<file path="src/hw/ifeb_map.vh">
// Register map constants for the interrupt flag and enable bank.
// Assumes an APB slave with 32-bit data and word-aligned byte addresses.
`ifndef IFEB_MAP_VH
`define IFEB_MAP_VH

// Byte offsets: five flag words, then five enable words, then the summary interrupt group.
`define IFEB_OFF_FLAG_BASE 12'h000
`define IFEB_OFF_EN_BASE   12'h014
`define IFEB_OFF_IRQ_STAT  12'h028
`define IFEB_OFF_IRQ_CLR   12'h02c
`define IFEB_OFF_IRQ_EN    12'h030

// Implemented-bit masks per register index; flag and enable words share one layout.
`define IFEB_MASK_0 16'h3fef
`define IFEB_MASK_1 16'hfe1f
`define IFEB_MASK_2 16'h22e3
`define IFEB_MASK_3 16'h4006
`define IFEB_MASK_4 16'h010e

// Named field positions.
`define IFEB_BIT_LOW_VOLTAGE  8
`define IFEB_BIT_CRC_GEN      3
`define IFEB_BIT_UART_B_ERROR 2
`define IFEB_BIT_UART_A_ERROR 1
`define IFEB_BIT_UART_B_TX    15
`define IFEB_BIT_UART_B_RX    14

// Reset values.
`define IFEB_RST_WORD 16'h0000
`define IFEB_RST_IRQ  5'h00

`endif

</file>
<file path="src/hw/ifeb_bank.v">
// Interrupt flag and enable bank: five flag words, five enable words, APB slave.
// Assumes source events are one-cycle pulses from logic on clk and that the
// priority fields live elsewhere and arrive as per-source "nonzero" levels.
//
// Summary of operation
// - Low-voltage detect flag sits at bit 8 of flag word four.
// - Flag word four holds CRC at bit 3, UART B error 2, UART A error 1.
// - Unimplemented bits always read zero regardless of writes.
// - A flag reads one after its event, zero until then since last clear.
// - An enable bit of one passes its source request, zero blocks it.
// - All implemented flag and enable bits reset to zero.
// - Implemented flag and enable bits are readable and writable by software.
// - Enable word zero upper byte: ADC, UART A tx/rx, SPI A, timer C.
// - Enable word zero lower byte: timer B, compares, captures, timer A, ext irq A.
// - Enable word one upper byte: UART B tx/rx, ext irq C, timers, compares.
// - Enable word one lower: ext irq B, pin change, comparator, I2C A; bits 8-5 absent.
// - Enable word two: parallel port, compare E, captures E/D/C, SPI B.
// - Enable word three: calendar clock bit 14, I2C B master 2, slave 1.
// - Enable word four: low voltage 8, CRC 3, UART B error 2, UART A error 1.
// - Flag word one holds UART B tx at bit 15, rx at bit 14.
// - A priority field of all zeros disables the source; here it gates only srcRequest, not the summary status or irqOut.
//
// Local design decisions: the APB register port and the register offsets.
`timescale 1ns/1ns
`include "ifeb_map.vh"

module ifeb_bank #(
   parameter NUM_WORDS = 5,
   parameter ADDR_W    = 12
) (
   input  wire                    clk,
   input  wire                    srst,
   input  wire [ADDR_W-1:0]       paddr,
   input  wire                    psel,
   input  wire                    penable,
   input  wire                    pwrite,
   input  wire [31:0]             pwdata,
   output reg  [31:0]             prdata,
   output wire                    pready,
   output reg                     pslverr,
   input  wire [NUM_WORDS*16-1:0] srcEvent,
   input  wire [NUM_WORDS*16-1:0] prioNonZero,
   output wire [NUM_WORDS*16-1:0] srcRequest,
   output wire                    irqOut
);

   // Source positions as flat indices, word * 16 + bit. Each source keeps one
   // position in both its flag word and its enable word, so one table serves both.
   // Word zero, upper byte.
   localparam SRC_ADC_DONE        = 13;
   localparam SRC_UART_A_TX       = 12;
   localparam SRC_UART_A_RX       = 11;
   localparam SRC_SPI_A_EVENT     = 10;
   localparam SRC_SPI_A_FAULT     = 9;
   localparam SRC_TIMER_C         = 8;
   // Word zero, lower byte; bit 4 is absent.
   localparam SRC_TIMER_B         = 7;
   localparam SRC_OUT_CMP_B       = 6;
   localparam SRC_IN_CAP_B        = 5;
   localparam SRC_TIMER_A         = 3;
   localparam SRC_OUT_CMP_A       = 2;
   localparam SRC_IN_CAP_A        = 1;
   localparam SRC_EXT_IRQ_A       = 0;
   // Word one, upper byte; bit 8 is absent.
   localparam SRC_UART_B_TX       = 16 + `IFEB_BIT_UART_B_TX;
   localparam SRC_UART_B_RX       = 16 + `IFEB_BIT_UART_B_RX;
   localparam SRC_EXT_IRQ_C       = 16 + 13;
   localparam SRC_TIMER_E         = 16 + 12;
   localparam SRC_TIMER_D         = 16 + 11;
   localparam SRC_OUT_CMP_D       = 16 + 10;
   localparam SRC_OUT_CMP_C       = 16 + 9;
   // Word one, lower byte; bits 7 to 5 are absent.
   localparam SRC_EXT_IRQ_B       = 16 + 4;
   localparam SRC_PIN_CHANGE      = 16 + 3;
   localparam SRC_COMPARATOR      = 16 + 2;
   localparam SRC_I2C_A_MASTER    = 16 + 1;
   localparam SRC_I2C_A_SLAVE     = 16 + 0;
   // Word two.
   localparam SRC_PAR_MASTER_PORT = 32 + 13;
   localparam SRC_OUT_CMP_E       = 32 + 9;
   localparam SRC_IN_CAP_E        = 32 + 7;
   localparam SRC_IN_CAP_D        = 32 + 6;
   localparam SRC_IN_CAP_C        = 32 + 5;
   localparam SRC_SPI_B_EVENT     = 32 + 1;
   localparam SRC_SPI_B_FAULT     = 32 + 0;
   // Word three.
   localparam SRC_CALENDAR_CLOCK  = 48 + 14;
   localparam SRC_I2C_B_MASTER    = 48 + 2;
   localparam SRC_I2C_B_SLAVE     = 48 + 1;
   // Word four.
   localparam SRC_LOW_VOLTAGE     = 64 + `IFEB_BIT_LOW_VOLTAGE;
   localparam SRC_CRC_GEN         = 64 + `IFEB_BIT_CRC_GEN;
   localparam SRC_UART_B_ERROR    = 64 + `IFEB_BIT_UART_B_ERROR;
   localparam SRC_UART_A_ERROR    = 64 + `IFEB_BIT_UART_A_ERROR;

   // Implemented bits of all five words, built from the table above so that a
   // source moved in the table moves in the write masks and the event masks too.
   localparam [79:0] IMPL_MASK = (80'h1 << SRC_ADC_DONE)
                               | (80'h1 << SRC_UART_A_TX)
                               | (80'h1 << SRC_UART_A_RX)
                               | (80'h1 << SRC_SPI_A_EVENT)
                               | (80'h1 << SRC_SPI_A_FAULT)
                               | (80'h1 << SRC_TIMER_C)
                               | (80'h1 << SRC_TIMER_B)
                               | (80'h1 << SRC_OUT_CMP_B)
                               | (80'h1 << SRC_IN_CAP_B)
                               | (80'h1 << SRC_TIMER_A)
                               | (80'h1 << SRC_OUT_CMP_A)
                               | (80'h1 << SRC_IN_CAP_A)
                               | (80'h1 << SRC_EXT_IRQ_A)
                               | (80'h1 << SRC_UART_B_TX)
                               | (80'h1 << SRC_UART_B_RX)
                               | (80'h1 << SRC_EXT_IRQ_C)
                               | (80'h1 << SRC_TIMER_E)
                               | (80'h1 << SRC_TIMER_D)
                               | (80'h1 << SRC_OUT_CMP_D)
                               | (80'h1 << SRC_OUT_CMP_C)
                               | (80'h1 << SRC_EXT_IRQ_B)
                               | (80'h1 << SRC_PIN_CHANGE)
                               | (80'h1 << SRC_COMPARATOR)
                               | (80'h1 << SRC_I2C_A_MASTER)
                               | (80'h1 << SRC_I2C_A_SLAVE)
                               | (80'h1 << SRC_PAR_MASTER_PORT)
                               | (80'h1 << SRC_OUT_CMP_E)
                               | (80'h1 << SRC_IN_CAP_E)
                               | (80'h1 << SRC_IN_CAP_D)
                               | (80'h1 << SRC_IN_CAP_C)
                               | (80'h1 << SRC_SPI_B_EVENT)
                               | (80'h1 << SRC_SPI_B_FAULT)
                               | (80'h1 << SRC_CALENDAR_CLOCK)
                               | (80'h1 << SRC_I2C_B_MASTER)
                               | (80'h1 << SRC_I2C_B_SLAVE)
                               | (80'h1 << SRC_LOW_VOLTAGE)
                               | (80'h1 << SRC_CRC_GEN)
                               | (80'h1 << SRC_UART_B_ERROR)
                               | (80'h1 << SRC_UART_A_ERROR);

   // Per-word implemented-bit mask; a word beyond the fifth has no sources.
   function [15:0] word_mask;
      input integer idx;
      begin
         case (idx)
            0:       word_mask = IMPL_MASK[15:0];
            1:       word_mask = IMPL_MASK[31:16];
            2:       word_mask = IMPL_MASK[47:32];
            3:       word_mask = IMPL_MASK[63:48];
            4:       word_mask = IMPL_MASK[79:64];
            default: word_mask = 16'h0000;
         endcase
      end
   endfunction

   // Flag and enable words are gathered from the per-word registers below.
   wire [NUM_WORDS*16-1:0] flagVec;
   wire [NUM_WORDS*16-1:0] enVec;
   // Summary interrupt state: one sticky bit and one enable bit per word.
   reg  [NUM_WORDS-1:0]    irqStat_q;
   reg  [NUM_WORDS-1:0]    irqEn_q;
   wire [NUM_WORDS-1:0]    irqStat_d;
   wire [NUM_WORDS-1:0]    irqClrMask;
   wire [NUM_WORDS-1:0]    wordEvent;
   // Address decode and access qualifiers.
   wire [NUM_WORDS-1:0]    selFlag;
   wire [NUM_WORDS-1:0]    selEn;
   wire                    selIrqStat;
   wire                    selIrqClr;
   wire                    selIrqEn;
   wire                    addrHit;
   wire                    accessPhase;
   wire                    wrAccess;
   wire                    irqClrWr;
   wire                    irqEnWr;

   // Zero-wait slave: every access completes in its first access cycle. Holding
   // pready high costs nothing here because every register answers from flops.
   assign pready      = 1'b1;
   assign accessPhase = psel & penable;
   assign wrAccess    = accessPhase & pwrite;

   // Decode of the summary interrupt group; the status word is read-only and a
   // write to it is quietly dropped rather than flagged as an error.
   assign selIrqStat = (paddr == `IFEB_OFF_IRQ_STAT);
   assign selIrqClr  = (paddr == `IFEB_OFF_IRQ_CLR);
   assign selIrqEn   = (paddr == `IFEB_OFF_IRQ_EN);
   assign irqClrWr   = wrAccess & selIrqClr;
   assign irqEnWr    = wrAccess & selIrqEn;

   // Any address that decodes to nothing, misaligned ones included, is an error.
   assign addrHit = (|selFlag) | (|selEn) | selIrqStat | selIrqClr | selIrqEn;

   genvar k;
   generate
      for (k = 0; k < NUM_WORDS; k = k + 1)
      begin : gWord
         localparam [15:0] MASK     = word_mask(k);
         localparam integer FLAG_OFS = `IFEB_OFF_FLAG_BASE + 4 * k;
         localparam integer EN_OFS   = `IFEB_OFF_EN_BASE + 4 * k;
         reg  [15:0] wordFlag_q;
         reg  [15:0] wordEn_q;
         wire [15:0] wordFlag_d;
         wire [15:0] evt;
         wire        flagWr;
         wire        enWr;

         // Word decode; the offsets are cut to the bus width on purpose.
         assign selFlag[k] = (paddr == FLAG_OFS[ADDR_W-1:0]);
         assign selEn[k]   = (paddr == EN_OFS[ADDR_W-1:0]);
         assign flagWr     = wrAccess & selFlag[k];
         assign enWr       = wrAccess & selEn[k];

         // Events on absent bit positions are dropped here, so they can never
         // leak into a flag, the summary status or a request.
         assign evt          = srcEvent[k*16 +: 16] & MASK;
         assign wordEvent[k] = |evt;

         // A new event ORs in after the write, so it is never lost to a clear
         // that software issues in the same cycle. Software may also set flags.
         assign wordFlag_d = (flagWr ? (pwdata[15:0] & MASK) : wordFlag_q) | evt;

         // Flags are sticky; enables are plain software state.
         always @(posedge clk)
         begin
            if (srst)
            begin
               wordFlag_q <= `IFEB_RST_WORD;
               wordEn_q   <= `IFEB_RST_WORD;
            end
            else
            begin
               wordFlag_q <= wordFlag_d;
               if (enWr)
               begin
                  wordEn_q <= pwdata[15:0] & MASK;
               end
            end
         end

         // Each word lands in its own slice of the flat vectors.
         assign flagVec[k*16 +: 16] = wordFlag_q;
         assign enVec[k*16 +: 16]   = wordEn_q;
      end
   endgenerate

   // Each source reaches arbitration only when flagged, enabled and given a priority.
   // The enable does not stop the flag from setting, only from reaching arbitration.
   assign srcRequest = flagVec & enVec & prioNonZero;

   // Summary interrupt next state: clear first, then OR in events, so set wins.
   assign irqClrMask = irqClrWr ? pwdata[NUM_WORDS-1:0] : {NUM_WORDS{1'b0}};
   assign irqStat_d  = (irqStat_q & ~irqClrMask) | wordEvent;

   // Summary interrupt registers; any event in word k sets sticky bit k.
   always @(posedge clk)
   begin
      if (srst)
      begin
         irqStat_q <= `IFEB_RST_IRQ;
         irqEn_q   <= `IFEB_RST_IRQ;
      end
      else
      begin
         irqStat_q <= irqStat_d;
         if (irqEnWr)
         begin
            irqEn_q <= pwdata[NUM_WORDS-1:0];
         end
      end
   end

   // Level interrupt: it stays high until software clears or masks every enabled status bit.
   assign irqOut = |(irqStat_q & irqEn_q);

   // Read mux and unmapped-address detection. The clear word is write-only and
   // reads zero. Read data is zero outside the access phase so that an idle bus
   // never shows register contents.
   integer i;
   always @*
   begin
      prdata  = 32'h0000_0000;
      pslverr = 1'b0;
      if (accessPhase)
      begin
         pslverr = ~addrHit;
         for (i = 0; i < NUM_WORDS; i = i + 1)
         begin
            if (selFlag[i])
            begin
               prdata = {16'h0000, flagVec[i*16 +: 16]};
            end
            if (selEn[i])
            begin
               prdata = {16'h0000, enVec[i*16 +: 16]};
            end
         end
         if (selIrqStat)
         begin
            prdata[NUM_WORDS-1:0] = irqStat_q;
         end
         if (selIrqEn)
         begin
            prdata[NUM_WORDS-1:0] = irqEn_q;
         end
      end
   end

endmodule // ifeb_bank

</file>
<file path="config.mk">
export PLATFORM = sky130hd
export DESIGN_NAME = ifeb_bank
export DESIGN_NICKNAME = d
export VERILOG_FILES = /design/src/hw/ifeb_bank.v
export VERILOG_INCLUDE_DIRS = /design/src /design/src/hw
export SDC_FILE = /design/constraint.sdc
export NUM_CORES = 1
export LEC_CHECK = 0
export BUFFER_PORTS_ARGS = -buffer_cell sky130_fd_sc_hd__buf_2
export CORE_MARGIN = 2
export CORE_UTILIZATION = 35
export CTS_CLUSTER_DIAMETER = 40
export DETAILED_ROUTE_END_ITERATION = 8
export PLACE_DENSITY = 0.68
export REMOVE_ABC_BUFFERS = 1
export SLEW_MARGIN = 20
export SYNTH_ARGS = -nofsm -noshare
export SYNTH_HDL_FRONTEND = slang
export SYNTH_SLANG_ARGS = --single-unit
</file>
<file path="constraint.sdc">
create_clock -name clk -period 2.4 [get_ports clk]
set_clock_uncertainty 0.1 [all_clocks]
set_input_delay 0.24 -clock clk [delete_from_list [all_inputs] [get_ports clk]]
set_output_delay 0.24 -clock clk [all_outputs]
set_load 0.02 [all_outputs]
</file>
==> run summary, run 1 <==
The flow ran to the end, and the final reports show no timing, DRC or antenna violations. The xor/xnor share of the synthesized area came out at 0. The number of max-slew violations in the final report is 0.

The die is 125.7 um wide. The number of global-route vias before repair came out at 5515. The number of core rows is 44. The buffer levels on the longest clock path came out at 2.

The proportion of netlist area held by the largest area contributor came out at 0.3399. The H-tree depth came out at 3. The minimum setup slack after placement is -0.1275 ns. The relative slew slack is 0.6285. The post-layout net count is 1142. The portion of netlist area occupied by mux cells came out at 0.03862.

The share of total power dissipated in sequential elements is 0.445. The share of the Yosys chip area taken by registers is 0.3399. The clock network fraction of design power is 0.411. The maximum number of pins on one net before global-route repair is 89. Detailed routing placed a total of 8.915 mm of wire on met2. The repair_antennas step left the layout with diodes totalling 0. The die area is 0.01580 sq mm. The final routed wirelength across all metal layers came out at 20.59 mm.

Signal routing reaches up to met4. The critical path arrival came out at 2.04 ns. The synthesized cell area came out at 0.005184 sq mm. Summing all flip-flop and latch instances after layout gives 0.001762 sq mm. After synthesis, the largest family of logic cells by area is simple AND/OR/NAND/NOR gates. The area share of fa/ha/maj cells after synthesis is 0.

The die boundary height came out at 125.7 um. The share of flip-flops with an asynchronous set or reset came out at 0. The antenna violation net count after detailed routing came out at 0. The setup path with the least slack is of type input pin to output pin. The number of top-level pins is 324.

The number of instances in the synthesized netlist came out at 711. The total overflow reported by the global router is 0. The internal power component came out at 2.530 mW. The static power due to leakage is 3.330 nW. The worst setup path is captured at an output pin. The count of buffers inserted at the top-level ports came out at 167. The areal power density over the cells is 500.7 mW/mm^2. The number of optimization iterations in the first detailed-route pass came out at 6. The region available for standard cell placement spans 0.01448 sq mm.

The placer's final routability congestion estimate is 0.9551. The smallest clock period supported by the final layout is computed as 2.378 ns. Dividing the detail-routed wire length by the instance count gives 18.35 um. By area the synthesized netlist is led by sky130_fd_sc_hd__dfxtp_1, sky130_fd_sc_hd__nand2_1, sky130_fd_sc_hd__buf_4.

The proportion of total power due to net switching came out at 0.2793. In this run the clock root is driven by a sky130_fd_sc_hd__clkbuf_16. The worst-case vdd ir drop came out at 0.3292 mV. In this run, the number of DRC markers left after iteration 0 of detailed routing was 561.

The clock slew at the register clock pins of the worst setup and hold paths is 0.06 ns. The synthesized-area fraction occupied by ao, oa, aoi and oai cells is 0.1762. The finished layout holds 1122 standard cells, fillers aside. TritonCTS built the clock tree.

The data required time at the worst endpoint came out at 2.06 ns. The detailed-routing wirelength on met1 came out at 9.202 mm. The combined area of the multi-input logic cells came out at 0.003037 sq mm. The power spent charging and discharging nets is 0.9805 mW. The worst setup path is launched from an input pin. The initial core utilization is 0.3580. After clock tree synthesis, the flow added hold-fix buffers numbering 0. Final hold analysis gives a worst-case slack of 0.03325 ns. The fraction of layout cells with a size suffix above 1 came out at 0.3113. The combinational power share came out at 0.144. The synthesized design spends more area on one cell type than any other, namely sky130_fd_sc_hd__dfxtp_1. The later pin in the worst-skew pair is clocked with a latency of 0.35 ns.

The max-cap violation count is 0. Counting the buffers created by CTS gives 9. The most used flip-flop cell after synthesis is sky130_fd_sc_hd__dfxtp_1. The final period utilization is 0.9908. The number of filler instances in the final layout came out at 1492. The met3 wire length came out at 1.983 mm.

The first-pass GRT wire length came out at 30.68 mm. The placed wire-length estimate is 15.71 mm. The area overhead of the layout relative to synthesis came out at 35.24%.

In the layout the commonest cells are sky130_fd_sc_hd__buf_2, sky130_fd_sc_hd__nand2_1, sky130_fd_sc_hd__dfxtp_1. The number of vias per cell after detailed routing came out at 5.364. Setup repair after global routing could not meet its margin everywhere. The synthesized area per cell is 7.291 sq um. The count of distinct cell types in the synthesized netlist came out at 53. The register bit total from synthesis came out at 88. In this run the worst path has a maximum fanout of 4. The count of final hold-check violations is 0. The total number of vias came out at 6018.

The remaining routing DRC violations came out at 0. The number of antenna violations at the first check in global routing is 0. The overall routing resource usage is 0.2492. The tightest min-delay check is of the input pin to flop type. The number of sinks on the clock net came out at 88. The number of placed instances, taps included came out at 1105. Timing would allow up to 0.4205 GHz. The transition time at the pin with the least slew margin came out at 0.5522 ns. The worst path meets setup with 0.02209 ns of slack. The total of endpoints with negative setup slack in the final report came out at 0. The number of enable flip-flop cells after synthesis is 0. The Yosys warning count came out at 0. Of the total synthesized cell area, the portion taken by AND, OR, NAND and NOR gates is 0.3099. Leaving out fill and tap cells, the most frequent cell in the layout is sky130_fd_sc_hd__buf_2.
stage by stage:
stage	instance area (sq um)	util	TNS, ns	power, mW
floorplan	4805	-	-0.01354	1.779
global placement	6561	0.4532	-0.4844	2.073
detailed placement	6561	0.4532	-0.3026	2.076
CTS	6884	0.4755	-0.03058	3.501
global route	7010	0.4842	-0.03315	3.620
finish	7010	0.4842	0	3.510
path summary, 6_finish.rpt:
kind / from / end / slack, ns / cells after the start
min: srcEvent[49] / gWord[3].wordFlag_q[1] / 0.03 / 3
max: paddr[8] / prdata[9] / 0.02 / 7
max reg2reg: irqStat_q[3] / irqStat_q[3] / 1.40 / 2
min reg2reg: gWord[1].wordEn_q[14] / gWord[1].wordEn_q[14] / 0.37 / 2
synth_stat cells, drive strengths merged, types with 5 or more instances:
| cell type | number |
|---|---|
| mux2i | 20 |
| a22oi | 6 |
| a222oi | 5 |
| nor2b | 9 |
| a31oi | 24 |
| a21oi | 60 |
| dfxtp | 88 |
| nor3 | 53 |
| nor4 | 14 |
| clkbuf | 26 |
| buf | 69 |
| and3 | 40 |
| inv | 27 |
| nand3 | 6 |
| o21ai | 24 |
| nand2 | 139 |
| nor2 | 47 |
| nand4 | 5 |
logic make-up after synthesis:
kind of cell | count (synthesis)
flops | 88
simple gates | 329
buf+inv | 123
compound gates | 149
mux | 20
other cells | 2
routing by layer:
metal | up-vias | global-route usage
met5 | - | 0
met4 | 0 | 0.09020
met3 | 34 | 0.04715
met2 | 355 | 0.3730
met1 | 2794 | 0.3571
li1 | 2835 | -
power by group through the flow:
stage          registers, mW  clock network (mW)  logic (mW)
2_1_floorplan           1.57                   0       0.209
3_3_place_gp            1.59                   0       0.482
3_5_place_dp            1.59                   0       0.484
4_1_cts                 1.56                1.45       0.487
5_1_grt                 1.57                1.51       0.542
6_report                1.56                1.44       0.507
state kept, by name (all words and copies together) (netlist names):
register and flops:
gWord.wordEn_q 39, gWord.wordFlag_q 39, irqEn_q 5, irqStat_q 5
what timing repair did:
| action | 4_1_cts | 5_1_grt |
|---|---|---|
| pin swaps | 0 | 9 |
| gates resized for setup | 6 | 28 |
| cloned | 0 | 0 |
| buffers inserted | 0 | 1 |
| endpoints found under the setup margin | 7 | 13 |
| endpoints found under the hold margin | 0 | 0 |
area by class of cell:
cell class	count	share of cell area
Timing Repair Buffer	250	0.2251
Clock inverter	5	0.008031
Clock buffer	11	0.03462
Inverter	28	0.01499
Sequential cell	88	0.2513
Multi-Input combinational cell	556	0.4332
Tap cell	184	0.03284
critical path, stage by stage:
cell and delay [ns]:
sky130_fd_sc_hd__buf_2 0.14, sky130_fd_sc_hd__or4_4 0.54, sky130_fd_sc_hd__nor3_4 0.26, sky130_fd_sc_hd__buf_6 0.14
sky130_fd_sc_hd__a222oi_1 0.10, sky130_fd_sc_hd__nor4_2 0.41, sky130_fd_sc_hd__buf_4 0.21
Power figures use the tool's default switching activity.
==> inputs of run 2 (changes only) <==
--- a/config.mk
+++ b/config.mk
@@ -6,12 +6,12 @@
 export SDC_FILE = /design/constraint.sdc
 export NUM_CORES = 1
 export LEC_CHECK = 0
-export BUFFER_PORTS_ARGS = -buffer_cell sky130_fd_sc_hd__buf_2
 export CORE_MARGIN = 2
 export CORE_UTILIZATION = 35
 export CTS_CLUSTER_DIAMETER = 40
 export DETAILED_ROUTE_END_ITERATION = 8
-export PLACE_DENSITY = 0.68
+export DONT_BUFFER_PORTS = 1
+export MAX_ROUTING_LAYER = met4
 export REMOVE_ABC_BUFFERS = 1
 export SLEW_MARGIN = 20
 export SYNTH_ARGS = -nofsm -noshare
==> run summary, run 2 (same netlist as run 1, synthesis figures left out) <==
The minimum setup slack after placement came to 0.008274 ns (+0.1358 ns). The number of antenna violations at the first check in global routing is 3 (+3). The min-delay analysis places its worst path in the category input pin to flop. The H-tree depth came out at 3 (unchanged). The relative slew slack was 0.6088 (-0.01962).

The fraction of the core area covered by cells at the end of the flow is 0.4548 (-0.02938). The post-route worst setup slack is 0.04657 ns (+0.02448 ns). The final period utilization is 0.9806 (-0.01020). The area growth from synthesis to layout is 27.03%. The number of filler instances in the final layout is 1500 (+0.54%).

The largest registers in the layout are gWord.wordEn_q x39, gWord.wordFlag_q x39. The worst register-to-register path ends at irqStat_q[3]. The max-cap violation count came out at 0 (unchanged).

The areal power density over the cells came out at 538.4 mW/mm^2 (+7.5%). The die boundary height is 125.7 um (unchanged). The depth of the worst register-to-register path came to 3 (+1).

Traced cell by cell, the critical path runs through or4_1 > nor3_4 > o21ai_1 > nor2_1 > o221ai_1 > a21oi_1 > buf_4. The data required time at the worst endpoint came out at 2.06 ns (about the same). The flow ran to the end, and the final reports show no timing, DRC or antenna violations. The final routed wirelength across all metal layers is 20.70 mm (+0.56%). The worst setup path is of the input pin to output pin kind. The startpoint identified for the worst register-to-register timing path is irqStat_q[3]. The placer's final routability congestion estimate came out at 0.9468 (-0.87%).

The die area is 0.01580 sq mm (unchanged). The clock latency at the later pin of the worst-skew pair is 0.35 ns (about the same). The number of core rows came out at 44 (unchanged). The worst setup path is launched from an input pin.

The static power due to leakage is 2.727 nW (-18%). The overall routing resource usage is 0.2569 (+0.007685). The number of top-level pins is 324 (unchanged).

The worst setup path is captured at an output pin. The worst-case vdd ir drop came out at 0.4325 mV (+31%). The routed length per placed instance came out at 20.68 um (+13%).

The worst hold margin came out at 0.006459 ns (-0.02679 ns). The number of vias per cell after detailed routing is 5.593 (+4.3%). The fraction of layout cells with a size suffix above 1 is 0.1302 (-0.1811). The core outline area was 0.01448 sq mm (unchanged). The minimum setup slack among reg-to-reg paths came out at 0.85 ns (-0.55 ns). The highest fanout seen on the critical path is 2 (-2).

The internal power component is 2.616 mW (+3.4%). The critical path arrival is 2.01 ns (-0.03 ns). The clock network fraction of design power came to 0.442 (+0.031). The post-layout net count came to 1018 (-11%). The buffer levels on the longest clock path is 2 (unchanged).

The transition time at the pin with the least slew margin came out at 0.5848 ns (+0.03259 ns). The maximum clock rate came out at 0.4249 GHz (+1.0%). The overall die width came out at 125.7 um (unchanged). The cell sitting at the root of the clock tree is a sky130_fd_sc_hd__clkbuf_16. The total of endpoints with negative setup slack in the final report came out at 0 (unchanged).

The power spent charging and discharging nets came out at 0.9289 mW (-5.3%). The first-pass GRT wire length came out at 30.38 mm (-0.97%). The leading cell type in the layout, fill and taps excluded is sky130_fd_sc_hd__nand2_1. The power share of the sequential group is 0.441 (-0.004). The maximum number of pins on one net before global-route repair came out at 89 (unchanged).

The total overflow reported by the global router is 0 (unchanged). The combinational power share came out at 0.117 (-0.027). The antenna violation net count after detailed routing was 0 (unchanged). The stage delay of the slowest cell on the critical path came to 0.60 ns (+0.06 ns). The number of buffer and inverter stages on the critical path is 1 (-2).

The count of final hold-check violations is 0 (unchanged). The final critical delay including setup and external delays came out at 2.353 ns (-0.02448 ns). The count of buffers inserted at the top-level ports came out at 0 (-100%).

The cell count of the worst hold path came to 2 (-1). The number of sinks on the clock net was 88 (unchanged). The number of global-route vias before repair is 5134 (-6.9%). The placed wire-length estimate is 14.78 mm (-5.9%). The total clock buffers created by CTS is 9 (unchanged). The number of optimization iterations in the first detailed-route pass came out at 5 (-1). The initial DRC count came to 612 (+9.1%). The proportion of total power due to net switching is 0.2620 (-0.01730). TritonCTS built the clock tree. The cell with the largest stage delay on the worst path is sky130_fd_sc_hd__or4_1. The total number of vias came to 5599 (-7.0%).

The number of max-slew violations in the final report came out at 0 (unchanged). For hold timing, the worst endpoint is gWord[0].wordFlag_q[0]. The initial core utilization was 0.3580 (unchanged). The clock slew at the register clock pins of the worst setup and hold paths came out at 0.07 ns (about the same). The startpoint of the lowest-slack hold path is srcEvent[0].

The remaining routing DRC violations is 0 (unchanged). The top cell types in the final layout, fill and taps aside, are sky130_fd_sc_hd__nand2_1, sky130_fd_sc_hd__dfxtp_1, sky130_fd_sc_hd__dlygate4sd3_1. In this design, the largest share of critical-path delay is due to simple AND/OR/NAND/NOR gates.
## run 2: through the flow
step / cells / setup TNS, ns / total power, mW / area (sq um)
final: 1001 / 0 / 3.545 / 6585
after global placement: 914 / -0.01293 / 1.852 / 5483
after global routing: 1001 / -0.03228 / 3.661 / 6585
after CTS: 994 / 0 / 3.547 / 6482
after detailed placement: 914 / 0 / 1.854 / 5483
after floorplan: 672 / -0.01354 / 1.779 / 4805
## run 2: worst reg2reg max path, delay by kind of cell (launching register included)
family / cells / cell delay [ns]
AO/OA/AOI/OAI: 1 / 0.35
buffers and inverters: 1 / 0.61
flip-flops: 1 / 0.33
AND/OR/NAND/NOR: 1 / 0.04
## run 2: cell type report
type,count,area (sq um),area share
multi-input cells,556,3014,0.4577
flip-flops and latches,88,1762,0.2675
repair buffers,126,1137,0.1727
clock buffers,10,239.0,0.03629
well taps,184,230.2,0.03496
inverters,28,105.1,0.01596
clock inverters,6,90.09,0.01368
diodes,3,7.507,0.001140
## run 2: routing by layer
metal	global-route usage	part of all wire
met5	-	0
met4	0.05425	0.016
met3	0.07477	0.10
met1	0.3517	0.44
met2	0.3771	0.44
## run 2: how the worst max path moves through the flow
stage	slack, ns	startpoint	cells past startpoint	to
floorplan	-0.01	paddr[9]	5	prdata[9]
global placement	-0.01	paddr[9]	7	prdata[3]
detailed placement	0.008	paddr[9]	7	prdata[3]
CTS	0.04	gWord[3].wordFlag_q[2]	7	prdata[2]
global route	-0.02	paddr[9]	10	gWord[1].wordFlag_q[3]
finish	0.05	paddr[9]	7	prdata[3]
## run 2: timing repair
item,CTS,global route
gates resized for setup,2,17
pin swaps,0,2
endpoints found under the setup margin,2,10
buffers inserted,0,3
hold endpoints to repair,88,0
hold buffers,64,0
gates cloned,0,1
## run 2: power by group through the flow
stage	combinational, mW	sequential [mW]	clock, mW
3_3_place_gp	0.260	1.59	0
2_1_floorplan	0.209	1.57	0
5_1_grt	0.449	1.57	1.65
6_report	0.416	1.56	1.57
3_5_place_dp	0.261	1.59	0
4_1_cts	0.405	1.56	1.58
